File: config.mk
export PLATFORM = sky130hd
export DESIGN_NAME = pscr_responder
export DESIGN_NICKNAME = d
export VERILOG_FILES = /design/src/design/pscr_pkg.sv /design/src/design/pscr_responder.sv
export SDC_FILE = /design/constraint.sdc
export NUM_CORES = 1
export LEC_CHECK = 0
export BUFFER_PORTS_ARGS = -buffer_cell sky130_fd_sc_hd__buf_4
export CAP_MARGIN = 20
export CORE_MARGIN = 4
export CORE_UTILIZATION = 30
export CTS_CLUSTER_DIAMETER = 200
export DETAILED_ROUTE_END_ITERATION = 8
export SYNTH_ARGS = -nofsm -noshare
export SYNTH_HDL_FRONTEND = slang
export SYNTH_SLANG_ARGS = --single-unit
File: constraint.sdc
create_clock -name clk_i -period 6 [get_ports clk_i]
set_input_delay 1.5 -clock clk_i [delete_from_list [all_inputs] [get_ports clk_i]]
set_output_delay 1.5 -clock clk_i [all_outputs]
set_load 0.05 [all_outputs]
File: src/design/pscr_pkg.sv
package pscr_pkg;

    // --------------------------------------------------------------------
    // Command and response codes
    // --------------------------------------------------------------------
    localparam logic [7:0] PSCR_CMD_PKG_STATUS = 8'h1b;
    localparam logic [7:0] PSCR_CMD_CAPS       = 8'h25;
    localparam logic [7:0] PSCR_RSP_PKG_STATUS = 8'h9b;
    localparam logic [7:0] PSCR_RSP_CAPS       = 8'ha5;
    localparam logic [4:0] PSCR_PKG_CHANNEL    = 5'h1f;

    // Generic response and reason codes
    localparam logic [15:0] PSCR_RC_COMPLETED   = 16'h0000;
    localparam logic [15:0] PSCR_RC_FAILED      = 16'h0001;
    localparam logic [15:0] PSCR_RC_UNAVAILABLE = 16'h0002;
    localparam logic [15:0] PSCR_RC_UNSUPPORTED = 16'h0003;
    localparam logic [15:0] PSCR_RS_NONE        = 16'h0000;
    localparam logic [15:0] PSCR_RS_BAD_LENGTH  = 16'h0005;
    localparam logic [15:0] PSCR_RS_UNKNOWN_CMD = 16'h7fff;

    // --------------------------------------------------------------------
    // Payload layout (word index after header; byte order MSB first)
    // --------------------------------------------------------------------
    localparam logic [2:0] PSCR_STATUS_WORDS = 3'd2;
    localparam logic [2:0] PSCR_CAPS_WORDS   = 3'd7;
    localparam int         PSCR_ARB_BIT      = 0;
    localparam int         PSCR_FAB_W        = 3;
    localparam logic [1:0] PSCR_LAST_BYTE    = 2'd3;

    // --------------------------------------------------------------------
    // Wishbone register map (byte addresses)
    // --------------------------------------------------------------------
    localparam logic [7:0] PSCR_REG_CTRL    = 8'h00;
    localparam logic [7:0] PSCR_REG_COUNTS  = 8'h04;
    localparam logic [7:0] PSCR_REG_MAXES   = 8'h08;
    localparam logic [7:0] PSCR_REG_FABRICS = 8'h0c;
    localparam logic [7:0] PSCR_REG_STATUS  = 8'h10;
    localparam logic [31:0] PSCR_DEF_MAXES  = 32'h01010101;
    localparam logic [31:0] PSCR_DEF_COUNTS = 32'h01010100;
    localparam logic [7:0]  PSCR_DEF_FAB    = 8'h01;

    typedef struct packed {
        logic       valid;
        logic [7:0] cmd_type;
        logic [2:0] package_id;
        logic [4:0] channel;
        logic       chk_ok;
        logic       len_ok;
    } pscr_cmd_t;

    typedef struct packed {
        logic       valid;
        logic [7:0] data;
        logic       last;
    } pscr_byte_t;

endpackage

File: src/design/pscr_responder.sv
`timescale 1ns/1ps
// What this block does
// - Commands 0x1B accepted only when internal channel is 0x1F and package matches.
// - Error-free package status query answered with type 0x9B, codes, status word.
// - Only generic response and reason codes are ever returned.
// - Status bit 0 is one only when arbitration is supported and active.
// - Error-free capability query answered with type 0xA5 and full payload.
// - Payload carries 8-bit maximum port count.
// - Payload carries 8-bit configured port count.
// - Payload carries 8-bit maximum host bus count.
// - Payload carries 8-bit configured host bus count.
// - Payload carries 8-bit maximum physical function count.
// - Payload carries 8-bit configured physical function count.
// - Payload carries 8-bit maximum virtual function count.
// - Supported fabrics bitmap uses bits 0..2, upper bits reserved.
// - Enabled fabrics bitmap uses same positions, set only when enabled.
// - A 32-bit other-capabilities word follows, all bits reserved.
module pscr_responder
    import pscr_pkg::*;
(
    input  wire logic        clk_i,
    input  wire logic        rst_i,
    // Parsed command from the header/checksum front end
    input  wire pscr_cmd_t   cmd_i,
    input  wire logic [2:0]  my_package_id_i,
    input  wire logic        arb_supported_i,
    input  wire logic        arb_active_i,
    output pscr_cmd_t        cmd_busy_o,
    output logic             cmd_ready_o,
    // Response stream to the framer (header, checksum, pad added there)
    output pscr_byte_t       rsp_o,
    output logic [7:0]       rsp_type_o,
    output logic             rsp_start_o,
    input  wire logic        rsp_ready_i,
    // Classic Wishbone slave
    input  wire logic        wb_cyc_i,
    input  wire logic        wb_stb_i,
    input  wire logic        wb_we_i,
    input  wire logic [7:0]  wb_adr_i,
    input  wire logic [3:0]  wb_sel_i,
    input  wire logic [31:0] wb_dat_i,
    output logic [31:0]      wb_dat_o,
    output logic             wb_ack_o,
    output logic             wb_err_o
);

    // Idle waits for a command; send walks the payload pointer
    typedef enum logic [1:0] {PSCR_IDLE, PSCR_SEND} pscr_state_t;

    // --------------------------------------------------------------------
    // Helpers
    // --------------------------------------------------------------------
    // Byte-lane merge for partial writes
    function automatic logic [31:0] pscr_merge(input logic [31:0] old_v,
                                               input logic [31:0] new_v,
                                               input logic [3:0]  sel);
        logic [31:0] r;
        r = old_v;
        for (int i = 0; i < 4; i++) begin
            if (sel[i]) begin
                r[i*8 +: 8] = new_v[i*8 +: 8];
            end
        end
        return r;
    endfunction

    function automatic logic [31:0] pscr_fab_word(input logic [31:0] v);
        return {24'h000000, 5'h00, v[PSCR_FAB_W-1:0]};
    endfunction

    // --------------------------------------------------------------------
    // Registers
    // --------------------------------------------------------------------
    pscr_state_t  state_q;
    logic [31:0]  maxes_q;     // max ports, max busses, max PFs, max VFs
    logic [31:0]  counts_q;    // en ports, en busses, en PFs, spare
    logic [31:0]  fabrics_q;   // [7:0] supported, [15:8] enabled
    logic         enable_q;
    logic [15:0]  served_q;
    logic [15:0]  rejected_q;
    logic [2:0]   word_q;
    logic [1:0]   byte_q;
    logic [2:0]   nwords_q;
    logic [31:0]  rc_word_q;
    logic         is_caps_q;
    logic         arb_s1_q;
    logic         arb_s2_q;
    logic         sup_s1_q;
    logic         sup_s2_q;

    // --------------------------------------------------------------------
    // Command decode
    // --------------------------------------------------------------------
    // Only package-addressed commands for this package are ours
    wire logic addr_pkg  = (cmd_i.channel == PSCR_PKG_CHANNEL) &&
                           (cmd_i.package_id == my_package_id_i);
    wire logic is_status = cmd_i.cmd_type == PSCR_CMD_PKG_STATUS;
    wire logic is_caps   = cmd_i.cmd_type == PSCR_CMD_CAPS;
    // A command arriving while a frame is sent is ignored, not queued
    wire logic take      = (state_q == PSCR_IDLE) && cmd_i.valid && cmd_i.chk_ok &&
                           addr_pkg && (is_status || is_caps);
    // Channel-addressed capability queries are not ours; a front end drops them
    wire logic ok_cmd    = enable_q && cmd_i.len_ok;
    // Generic codes only: no command-specific reason exists
    wire logic [31:0] rc_d = !enable_q      ? {PSCR_RC_UNAVAILABLE, PSCR_RS_NONE} :
                             !cmd_i.len_ok  ? {PSCR_RC_FAILED, PSCR_RS_BAD_LENGTH} :
                                              {PSCR_RC_COMPLETED, PSCR_RS_NONE};

    // Arbitration inputs come from pins, so synchronise them
    wire logic   arb_bit     = sup_s2_q && arb_s2_q;
    wire logic [31:0] status_word = {31'h00000000, arb_bit};

    // Fabric bitmaps; an enabled fabric that is not supported is never reported
    wire logic [31:0] sup_fab_w = pscr_fab_word(fabrics_q);
    wire logic [31:0] en_fab_w  = pscr_fab_word(fabrics_q >> 8) & sup_fab_w;

    // --------------------------------------------------------------------
    // Payload word selection
    // --------------------------------------------------------------------
    logic [31:0] cur_word;
    always_comb begin
        cur_word = 32'h00000000;
        case (word_q)
            3'd0: cur_word = rc_word_q;
            3'd1: cur_word = is_caps_q ? {maxes_q[31:24], counts_q[31:24],
                                          maxes_q[23:16], counts_q[23:16]}
                                       : status_word;
            3'd2: cur_word = {maxes_q[15:8], counts_q[15:8],
                              maxes_q[7:0], 8'h00};
            3'd3: cur_word = {sup_fab_w[7:0], en_fab_w[7:0],
                              16'h0000};
            default: cur_word = 32'h00000000; // Other caps low half and reserved words
        endcase
    end

    // Byte 0 of a word goes out first and is its most significant byte
    wire logic [7:0] cur_byte  = cur_word[(PSCR_LAST_BYTE - byte_q)*8 +: 8];
    // A failed command has a single code word, so its frame ends after it
    wire logic       last_word = (word_q == nwords_q - 3'd1);
    wire logic       last_byte = last_word && (byte_q == PSCR_LAST_BYTE);
    // A byte counts as sent only once it has stood on rsp_o with ready high;
    // the pointer moves when the next byte is loaded, so a stall skips nothing
    wire logic       done_byte = rsp_o.valid && rsp_o.last && rsp_ready_i;
    wire logic       load_byte = (state_q == PSCR_SEND) && !done_byte &&
                                 (!rsp_o.valid || rsp_ready_i);

    // --------------------------------------------------------------------
    // Response sequencer
    // --------------------------------------------------------------------
    always_ff @(posedge clk_i) begin
        if (rst_i) begin
            state_q     <= PSCR_IDLE;
            word_q      <= 3'd0;
            byte_q      <= 2'd0;
            nwords_q    <= 3'd0;
            rc_word_q   <= 32'h00000000;
            is_caps_q   <= 1'b0;
            rsp_type_o  <= 8'h00;
            rsp_start_o <= 1'b0;
            cmd_ready_o <= 1'b0;
            cmd_busy_o  <= '0;
        end else begin
            // Start pulse lasts one cycle; the type stays until the next command
            rsp_start_o <= 1'b0;
            // Ready drops in the cycle after a take, with the start pulse and a cycle before the first byte
            cmd_ready_o <= (state_q == PSCR_IDLE) && !take;
            case (state_q)
                PSCR_IDLE: begin
                    if (take) begin
                        state_q     <= PSCR_SEND;
                        cmd_busy_o  <= cmd_i;
                        word_q      <= 3'd0;
                        byte_q      <= 2'd0;
                        rc_word_q   <= rc_d;
                        is_caps_q   <= is_caps;
                        // Failed commands carry only the code word
                        nwords_q    <= !ok_cmd ? 3'd1 :
                                       is_caps ? PSCR_CAPS_WORDS : PSCR_STATUS_WORDS;
                        rsp_type_o  <= is_caps ? PSCR_RSP_CAPS : PSCR_RSP_PKG_STATUS;
                        rsp_start_o <= 1'b1;
                    end
                end
                PSCR_SEND: begin
                    if (load_byte) begin
                        byte_q <= byte_q + 2'd1;
                        if (byte_q == PSCR_LAST_BYTE) begin
                            word_q <= word_q + 3'd1;
                        end
                    end
                    if (done_byte) begin
                        state_q <= PSCR_IDLE;
                    end
                end
                default: state_q <= PSCR_IDLE;
            endcase
        end
    end

    // --------------------------------------------------------------------
    // Response byte register
    // --------------------------------------------------------------------
    // Cleared outside a frame so that valid never lingers into idle
    always_ff @(posedge clk_i) begin
        if (rst_i) begin
            rsp_o <= '0;
        end else if (state_q != PSCR_SEND || done_byte) begin
            rsp_o <= '0;
        end else if (load_byte) begin
            rsp_o.valid <= 1'b1;
            rsp_o.data  <= cur_byte;
            rsp_o.last  <= last_byte;
        end
    end

    // --------------------------------------------------------------------
    // Synchronisers and counters
    // --------------------------------------------------------------------
    // Two stages per pin; the status bit lags its pins by two cycles
    always_ff @(posedge clk_i) begin
        if (rst_i) begin
            arb_s1_q <= 1'b0;
            arb_s2_q <= 1'b0;
            sup_s1_q <= 1'b0;
            sup_s2_q <= 1'b0;
        end else begin
            arb_s1_q <= arb_active_i;
            arb_s2_q <= arb_s1_q;
            sup_s1_q <= arb_supported_i;
            sup_s2_q <= sup_s1_q;
        end
    end

    // Statistics wrap silently; only their low bytes are visible on the bus
    always_ff @(posedge clk_i) begin
        if (rst_i) begin
            served_q   <= 16'h0000;
            rejected_q <= 16'h0000;
        end else if (take) begin
            if (ok_cmd) begin
                served_q <= served_q + 16'h0001;
            end else begin
                rejected_q <= rejected_q + 16'h0001;
            end
        end
    end

    // --------------------------------------------------------------------
    // Wishbone slave: one wait state, error on unmapped address
    // --------------------------------------------------------------------
    wire logic wb_req   = wb_cyc_i && wb_stb_i && !wb_ack_o && !wb_err_o;
    wire logic hit_ctrl = wb_adr_i == PSCR_REG_CTRL;
    wire logic hit_cnt  = wb_adr_i == PSCR_REG_COUNTS;
    wire logic hit_max  = wb_adr_i == PSCR_REG_MAXES;
    wire logic hit_fab  = wb_adr_i == PSCR_REG_FABRICS;
    wire logic hit_stat = wb_adr_i == PSCR_REG_STATUS;
    wire logic mapped   = hit_ctrl || hit_cnt || hit_max || hit_fab || hit_stat;
    wire logic wr       = wb_req && wb_we_i && mapped;
    // Only bit 0 of the control word is implemented; the other lanes are dropped
    wire logic [31:0] ctrl_merged = pscr_merge({31'h00000000, enable_q}, wb_dat_i, wb_sel_i);

    // Status register is read-only; a write to it is acknowledged and dropped
    wire logic [31:0] rd_mux =
        hit_ctrl ? {31'h00000000, enable_q} :
        hit_cnt  ? counts_q :
        hit_max  ? maxes_q :
        hit_fab  ? {16'h0000, 5'h00, fabrics_q[10:8], 5'h00, fabrics_q[2:0]} :
        hit_stat ? {served_q[7:0], rejected_q[7:0], 12'h000, state_q == PSCR_SEND,
                    sup_s2_q, arb_s2_q, arb_bit} :
                   32'h00000000;

    // Registered ack gives one wait state; a write lands at the request edge
    // and the raised ack blocks a second take only for the one cycle that it is high
    always_ff @(posedge clk_i) begin
        if (rst_i) begin
            wb_ack_o  <= 1'b0;
            wb_err_o  <= 1'b0;
            wb_dat_o  <= 32'h00000000;
            enable_q  <= 1'b1;
            maxes_q   <= PSCR_DEF_MAXES;
            counts_q  <= PSCR_DEF_COUNTS;
            fabrics_q <= {16'h0000, PSCR_DEF_FAB, PSCR_DEF_FAB};
        end else begin
            wb_ack_o <= wb_req && mapped;
            wb_err_o <= wb_req && !mapped;
            wb_dat_o <= (wb_req && !wb_we_i) ? rd_mux : 32'h00000000;
            if (wr && hit_ctrl) begin
                enable_q <= ctrl_merged[0];
            end
            // The spare low byte of the counts word stays zero
            if (wr && hit_cnt) begin
                counts_q <= pscr_merge(counts_q, wb_dat_i, wb_sel_i) & 32'hffffff00;
            end
            if (wr && hit_max) begin
                maxes_q <= pscr_merge(maxes_q, wb_dat_i, wb_sel_i);
            end
            // Only the defined fabric bits are stored
            if (wr && hit_fab) begin
                fabrics_q <= pscr_merge(fabrics_q, wb_dat_i, wb_sel_i) & 32'h00000707;
            end
        end
    end

endmodule // pscr_responder

## Yosys cells after proc, flatten, opt, wreduce, memory -nomap -nowiden

Cells that the tools add are included.
W data, S select, Z words.

| operators by class | value |
|---|---|
| shifts and indexed selects | 1 |
| reduce and logical (&&, ||, !) cells | 63 |
| equality and inequality tests | 19 |
| bitwise gates (word level) | 4 |
| multiplexer cells | 23 |
| $add $sub $neg | 6 |

Operators with widths:

| kind | count |
|---|---|
| $mux W32 | 5 |
| $pmux W32 S4 | 1 |
| $shiftx A32 B33 Y8 | 1 |
| $add A16 B1 Y16 const B | 2 |
| $reduce_and A2 Y1 | 14 |
| $logic_and A1 B1 Y1 | 25 |
| $mux W18 | 1 |
| $mux W17 | 1 |
| $eq A8 B4 Y1 const B | 2 |
| $eq A8 B5 Y1 const B | 2 |
| $mux W3 | 5 |
| $eq A8 B3 Y1 const B | 1 |
| $eq A8 B6 Y1 const B | 1 |
| $logic_not A8 Y1 | 1 |
| $mux W2 | 4 |
| $ne A2 B2 Y1 const B | 4 |
| $pmux W2 S2 | 2 |
| $logic_not A1 Y1 | 7 |
| $logic_or A1 B1 Y1 | 7 |
| $eq A3 B2 Y1 const B | 2 |
| $eq A3 B3 Y1 | 2 |
| $mux W6 | 1 |
| $pmux W3 S2 | 1 |
| $reduce_or A2 Y1 | 3 |
| 18 further kinds | 21 |

| word-level totals | value |
|---|---|
| output and inout bits | 73 |
| register bits after elaboration | 215 |
| input port bits | 74 |

## Longest topological paths before layout

| depth | value |
|---|---|
| word-level depth | 8 |
| mapped depth | 8 |

## Worst setup path before layout

OpenSTA, ideal clock, no wires.

| timing | value |
|---|---|
| kind | input to register |
| start point | in cmd_i[16] in the netlist's numbering |
| end point | reg rejected_q[3] |
| path buffers | 2 |
| stages | 6 |
| arrival | 3186 ps |
| setup time | 121 ps |
| data required time | 5879 ps |
| setup slack | 2693 ps |
| cells stage by stage | or3b_1 or4_1 buf_4 buf_4 a2111oi_2 mux2_2 |

| between the ends | value |
|---|---|
| cells in the longest elaborated chain, start to end | 4 |
| elaborated cells on any way between the ends | 5 |

Ends and longest elaborated chain:

| what | line | RTL |
|---|---|---|
| from (decl) | pscr_responder.sv:24 | `input wire pscr_cmd_t cmd_i,` |
| $eq A8 B5 Y1 or $eq A8 B6 Y1 (tied branches) | pscr_responder.sv:97, pscr_responder.sv:98 |  |
| $logic_or A1 B1 Y1 (*) | pscr_responder.sv:101 | `addr_pkg && (is_status \|\| is_caps);` |
| $logic_and A1 B1 Y1 (*) | pscr_responder.sv:101 |  |
| $reduce_and A2 Y1 (no source line) (*) | n/a |  |
| to (signal assigned) | pscr_responder.sv:242 | `rejected_q <= rejected_q + 16'h0001;` |
| to (decl) | pscr_responder.sv:80 | `logic [15:0] rejected_q;` |

Every way passes the cells marked *; elsewhere a longest branch is shown, timed or not.
A chain may end at the register's enable or synchronous reset.

## Worst setup path after layout

| timing | value |
|---|---|
| start point | in cmd_i[16] in the netlist's numbering |
| end point | reg cmd_busy_o[15] in the netlist's numbering |

| between the ends | value |
|---|---|
| cells in the longest elaborated chain, start to end | 4 |
| elaborated cells on any way between the ends | 5 |

Ends and longest elaborated chain:

| what | line | RTL |
|---|---|---|
| $eq A8 B5 Y1 or $eq A8 B6 Y1 (tied branches) | pscr_responder.sv:97, pscr_responder.sv:98 |  |
| $logic_or A1 B1 Y1 (*) | pscr_responder.sv:101 |  |
| $logic_and A1 B1 Y1 (*) | pscr_responder.sv:101 |  |
| $reduce_and A2 Y1 (no source line) (*) | n/a |  |
| to (signal assigned) | pscr_responder.sv:171 | `cmd_busy_o <= cmd_i;` |
| to (decl) | pscr_responder.sv:28 | `output pscr_cmd_t cmd_busy_o,` |

Marks and branches as above.

==> results.sh <==
export IMPL_finish_net_count=1050
export IMPL_postRouteWirelength_um=25100
export IMPL_yosysTopAreaCellShare=0.428
export IMPL_grt_start_max_net_pins=69
export IMPL_drt_wirelength_per_cell_um=19.3
export IMPL_antenna_found_initial=0
export IMPL_finalWorstSetupSlack_ns=2.49
export IMPL_io_buffer_count=145
export IMPL_synth_ff_latch_count=162
export IMPL_yosys_cell_count_top_type="sky130_fd_sc_hd__dfxtp_1"
export IMPL_yosys_warnings=0
export IMPL_top_level_i_o_count=147
export IMPL_drc=0
export IMPL_cap_viol_max_count=0
export IMPL_min_delay_path_class="register to register"
export IMPL_p_leak_nw=3.49
export IMPL_horiz_die_dim_um=167
export IMPL_final_fill_count=2528
export IMPL_share_of_final_layout_standard_cells_stronger_than_drive_strength_1=0.233
export IMPL_cts_setup_buffers=0
export IMPL_detailroute_via_count=7290
export IMPL_dpl_worst_slack_ns=2.05
export IMPL_final_max_slew_viol_count=0
export IMPL_ctsRootBufferMaster="sky130_fd_sc_hd__clkbuf_16"
export IMPL_async_flop_share=0
export IMPL_timing_worst_slew_pin_value_ns=1.07
export IMPL_synth_nets=952
export IMPL_timing_critical_path_to_type="register"
export IMPL_outcome="finished clean"
export IMPL_cts_root_to_sink_buffers=2
export IMPL_area_growth_pct=24.5
export IMPL_post_syn_area_per_cell_um2=8.73
export IMPL_fmaxAchievable_ghz=0.285
export IMPL_synth_cell_types=70
export IMPL_timing_final_hold_violations=0
export IMPL_first_global_vias=6795
export IMPL_timing_worst_setup_path_type="input pin to register"
export IMPL_die_area_mm2=0.0279
export IMPL_setup_viol_count_final=0
export IMPL_clock_insertion_delay_worst_skew_ns=0.43
export IMPL_ctsResizeCount=0
export IMPL_hpwlAfterDp_um=17900
export IMPL_worst_ep_arrival_time_ns=3.81
export IMPL_synth_edff_count=0
export IMPL_post_route_period_util=0.585
export IMPL_postSynth_topFlopCell="sky130_fd_sc_hd__dfxtp_1"
export IMPL_grt_use_total=0.173
export IMPL_initial_standard_cell_utilization_of_the_core=0.308
export IMPL_vias_per_cell=5.59
export IMPL_fin_worst_skew_ns=0.0102
export IMPL_critical_path_maximum_fanout=19
export IMPL_globalplace_congestion=0.875
export IMPL_antenna_diode_count=0
export IMPL_cts_htree_levels=4
export IMPL_dieHeight_um=167
export IMPL_cts_made_buffers=17
export IMPL_cts_hold_repair_buffers=0
export IMPL_antenna_violating_nets_post_route=0
export IMPL_netlist_instances=869
export IMPL_relSlewSlack=0.280
export IMPL_yosys_top_cells_area="sky130_fd_sc_hd__dfxtp_1 (43%), sky130_fd_sc_hd__o21ai_0 (6.0%), sky130_fd_sc_hd__nand4_1 (5.1%), sky130_fd_sc_hd__a21oi_1 (5.0%), sky130_fd_sc_hd__nand2_1 (3.3%)"
export IMPL_row_count=57
export IMPL_cp_required_ns=6.30
export IMPL_detail_route_iter0_violations=783
export IMPL_grt_first_pass_wirelength_um=38700
export IMPL_cts_sink_count=162
export IMPL_first_pass_iters=6
export IMPL_rsz_0062_raised_after_global_routing="false"
export IMPL_post_synth_most_frequent_cells="sky130_fd_sc_hd__dfxtp_1 (162), sky130_fd_sc_hd__o21ai_0 (91), sky130_fd_sc_hd__a21oi_1 (76)"
export IMPL_worst_ir_drop_vdd_v=0.000153
export IMPL_final_period_minus_worst_setup_slack_ns=3.51
export IMPL_regToRegSetupSlack_ns=3.71
export IMPL_netlist_area_mm2=0.00758
export IMPL_synth_largest_area_cell="sky130_fd_sc_hd__dfxtp_1"
export IMPL_design_core_area_mm2=0.0246
export IMPL_worstSetupStartpointType="input pin"
export IMPL_cts_tree="yes"
export IMPL_clkTransAtPathRegs_ns=0.06
export IMPL_grt_ovfl_total=0
export IMPL_synth_seq_area_share=0.428
export IMPL_setup_tns_ns=0
export IMPL_power_density_mw_per_mm2=247
-- sequential cells by signal (all words and copies together) (netlist names), 2 cells and up --
name        cells
nwords_q        3
counts_q       24
rejected_q      8
served_q        8
fabrics_q       6
maxes_q        32
word_q          3
rc_word_q       2
cmd_busy_o     19
rsp_type_o      3
wb_dat_o       32
byte_q          2
rsp_o          10
-- worst max-delay path, cell delays in order --
cell                       delay [ns]
sky130_fd_sc_hd__buf_4           0.10
sky130_fd_sc_hd__or3b_1          0.40
sky130_fd_sc_hd__or4_1           0.78
sky130_fd_sc_hd__a211oi_4        0.67
sky130_fd_sc_hd__buf_8           0.24
sky130_fd_sc_hd__o21ai_0         0.10
-- metrics by stage --
step	instance area [um^2]	cells	util	hold WS, ns	power (mW)
2_1_floorplan	7580	869	-	0.414	1.17
3_3_place_gp	8820	1269	0.358	0.431	1.24
3_5_place_dp	8830	1270	0.359	0.432	1.24
4_1_cts	9430	1302	0.383	0.447	2.35
5_1_grt	9450	1304	0.384	0.466	2.40
6_report	9450	1304	0.384	0.443	2.33
-- cells in the final DEF, fill, tap and decap left out, types with 4 or more instances in the layout --
cell	n
sky130_fd_sc_hd__dfxtp_1	162
sky130_fd_sc_hd__a31oi_1	12
sky130_fd_sc_hd__o22ai_1	8
sky130_fd_sc_hd__ha_1	9
sky130_fd_sc_hd__xor2_1	4
sky130_fd_sc_hd__and2_1	9
sky130_fd_sc_hd__inv_1	18
sky130_fd_sc_hd__o21a_1	10
sky130_fd_sc_hd__inv_6	5
sky130_fd_sc_hd__nor4_1	4
sky130_fd_sc_hd__nor2b_1	23
sky130_fd_sc_hd__nand2_1	66
sky130_fd_sc_hd__nand2b_1	6
sky130_fd_sc_hd__buf_4	155
sky130_fd_sc_hd__mux2i_1	9
sky130_fd_sc_hd__nor2_1	31
sky130_fd_sc_hd__a22o_1	5
sky130_fd_sc_hd__a221oi_1	4
sky130_fd_sc_hd__a32oi_1	4
sky130_fd_sc_hd__o211ai_1	5
sky130_fd_sc_hd__a21oi_1	76
sky130_fd_sc_hd__and3_1	13
sky130_fd_sc_hd__clkbuf_16	17
sky130_fd_sc_hd__o21ai_0	91
sky130_fd_sc_hd__or4_1	4
sky130_fd_sc_hd__a2bb2oi_1	4
sky130_fd_sc_hd__a221o_1	7
sky130_fd_sc_hd__nor3_1	15
sky130_fd_sc_hd__nand4_1	62
sky130_fd_sc_hd__o211a_1	13
sky130_fd_sc_hd__a211oi_1	8
sky130_fd_sc_hd__a2111oi_2	7
sky130_fd_sc_hd__nand3_1	17
sky130_fd_sc_hd__mux2_2	18
sky130_fd_sc_hd__a22oi_1	15
-- worst paths after layout --
| check | start | depth (start not counted) | endpoint |
|---|---|---|---|
| worst min-delay path | arb_s1_q$_SDFF_PP0_ | 1 | arb_s2_q$_SDFF_PP0_ |
| worst min register to register | arb_s1_q$_SDFF_PP0_ | 1 | arb_s2_q$_SDFF_PP0_ |
| worst max-delay path | cmd_i[16] | 6 | cmd_busy_o[15]$_SDFFE_PP0P_ |
| worst max register to register | enable_q$_SDFFE_PP1P_ | 4 | served_q[5]$_SDFFE_PP0P_ |
-- layout make-up --
type	instances	area (um^2)	area share
Clock buffer	17	425	0.0450
Multi-Input combinational cell	609	3940	0.417
Inverter	19	71.3	0.00755
Tap cell	324	405	0.0429
Sequential cell	162	3240	0.343
Timing Repair Buffer	158	1200	0.127
Clock inverter	15	169	0.0179
-- where the power goes --
| part | internal, mW | total [mW] | switching, mW |
|---|---|---|---|
| logic | 0.0499 | 0.136 | 0.0857 |
| registers | 1.08 | 1.08 | 0.00108 |
| clock network | 0.627 | 1.12 | 0.494 |
-- per-layer routing --
| metal | global-route usage | vias up | routed length (um) |
|---|---|---|---|
| li1 | - | 3447 | - |
| met1 | 0.243 | 3536 | 11400 |
| met2 | 0.269 | 283 | 11600 |
| met3 | 0.0384 | 24 | 1750 |
| met4 | 0.0434 | 0 | 408 |
| met5 | 0 | - | 0 |
-- kinds of logic (layout without fill, tap and decap cells) --
kind of cell / count (synthesis) / in the layout / synth area share
adder cells (fa/ha/maj): 9 / 9 / 0.0148
other: 1 / 1 / 0.000494
buffers and inverters: 98 / 209 / 0.0564
flip-flops: 162 / 162 / 0.428
multiplexers: 29 / 29 / 0.0445
XOR/XNOR: 6 / 6 / 0.00693
AND/OR/NAND/NOR: 271 / 271 / 0.192
AO/OA/AOI/OAI: 293 / 293 / 0.257
No activity file was read; power rests on OpenSTA's default activity.
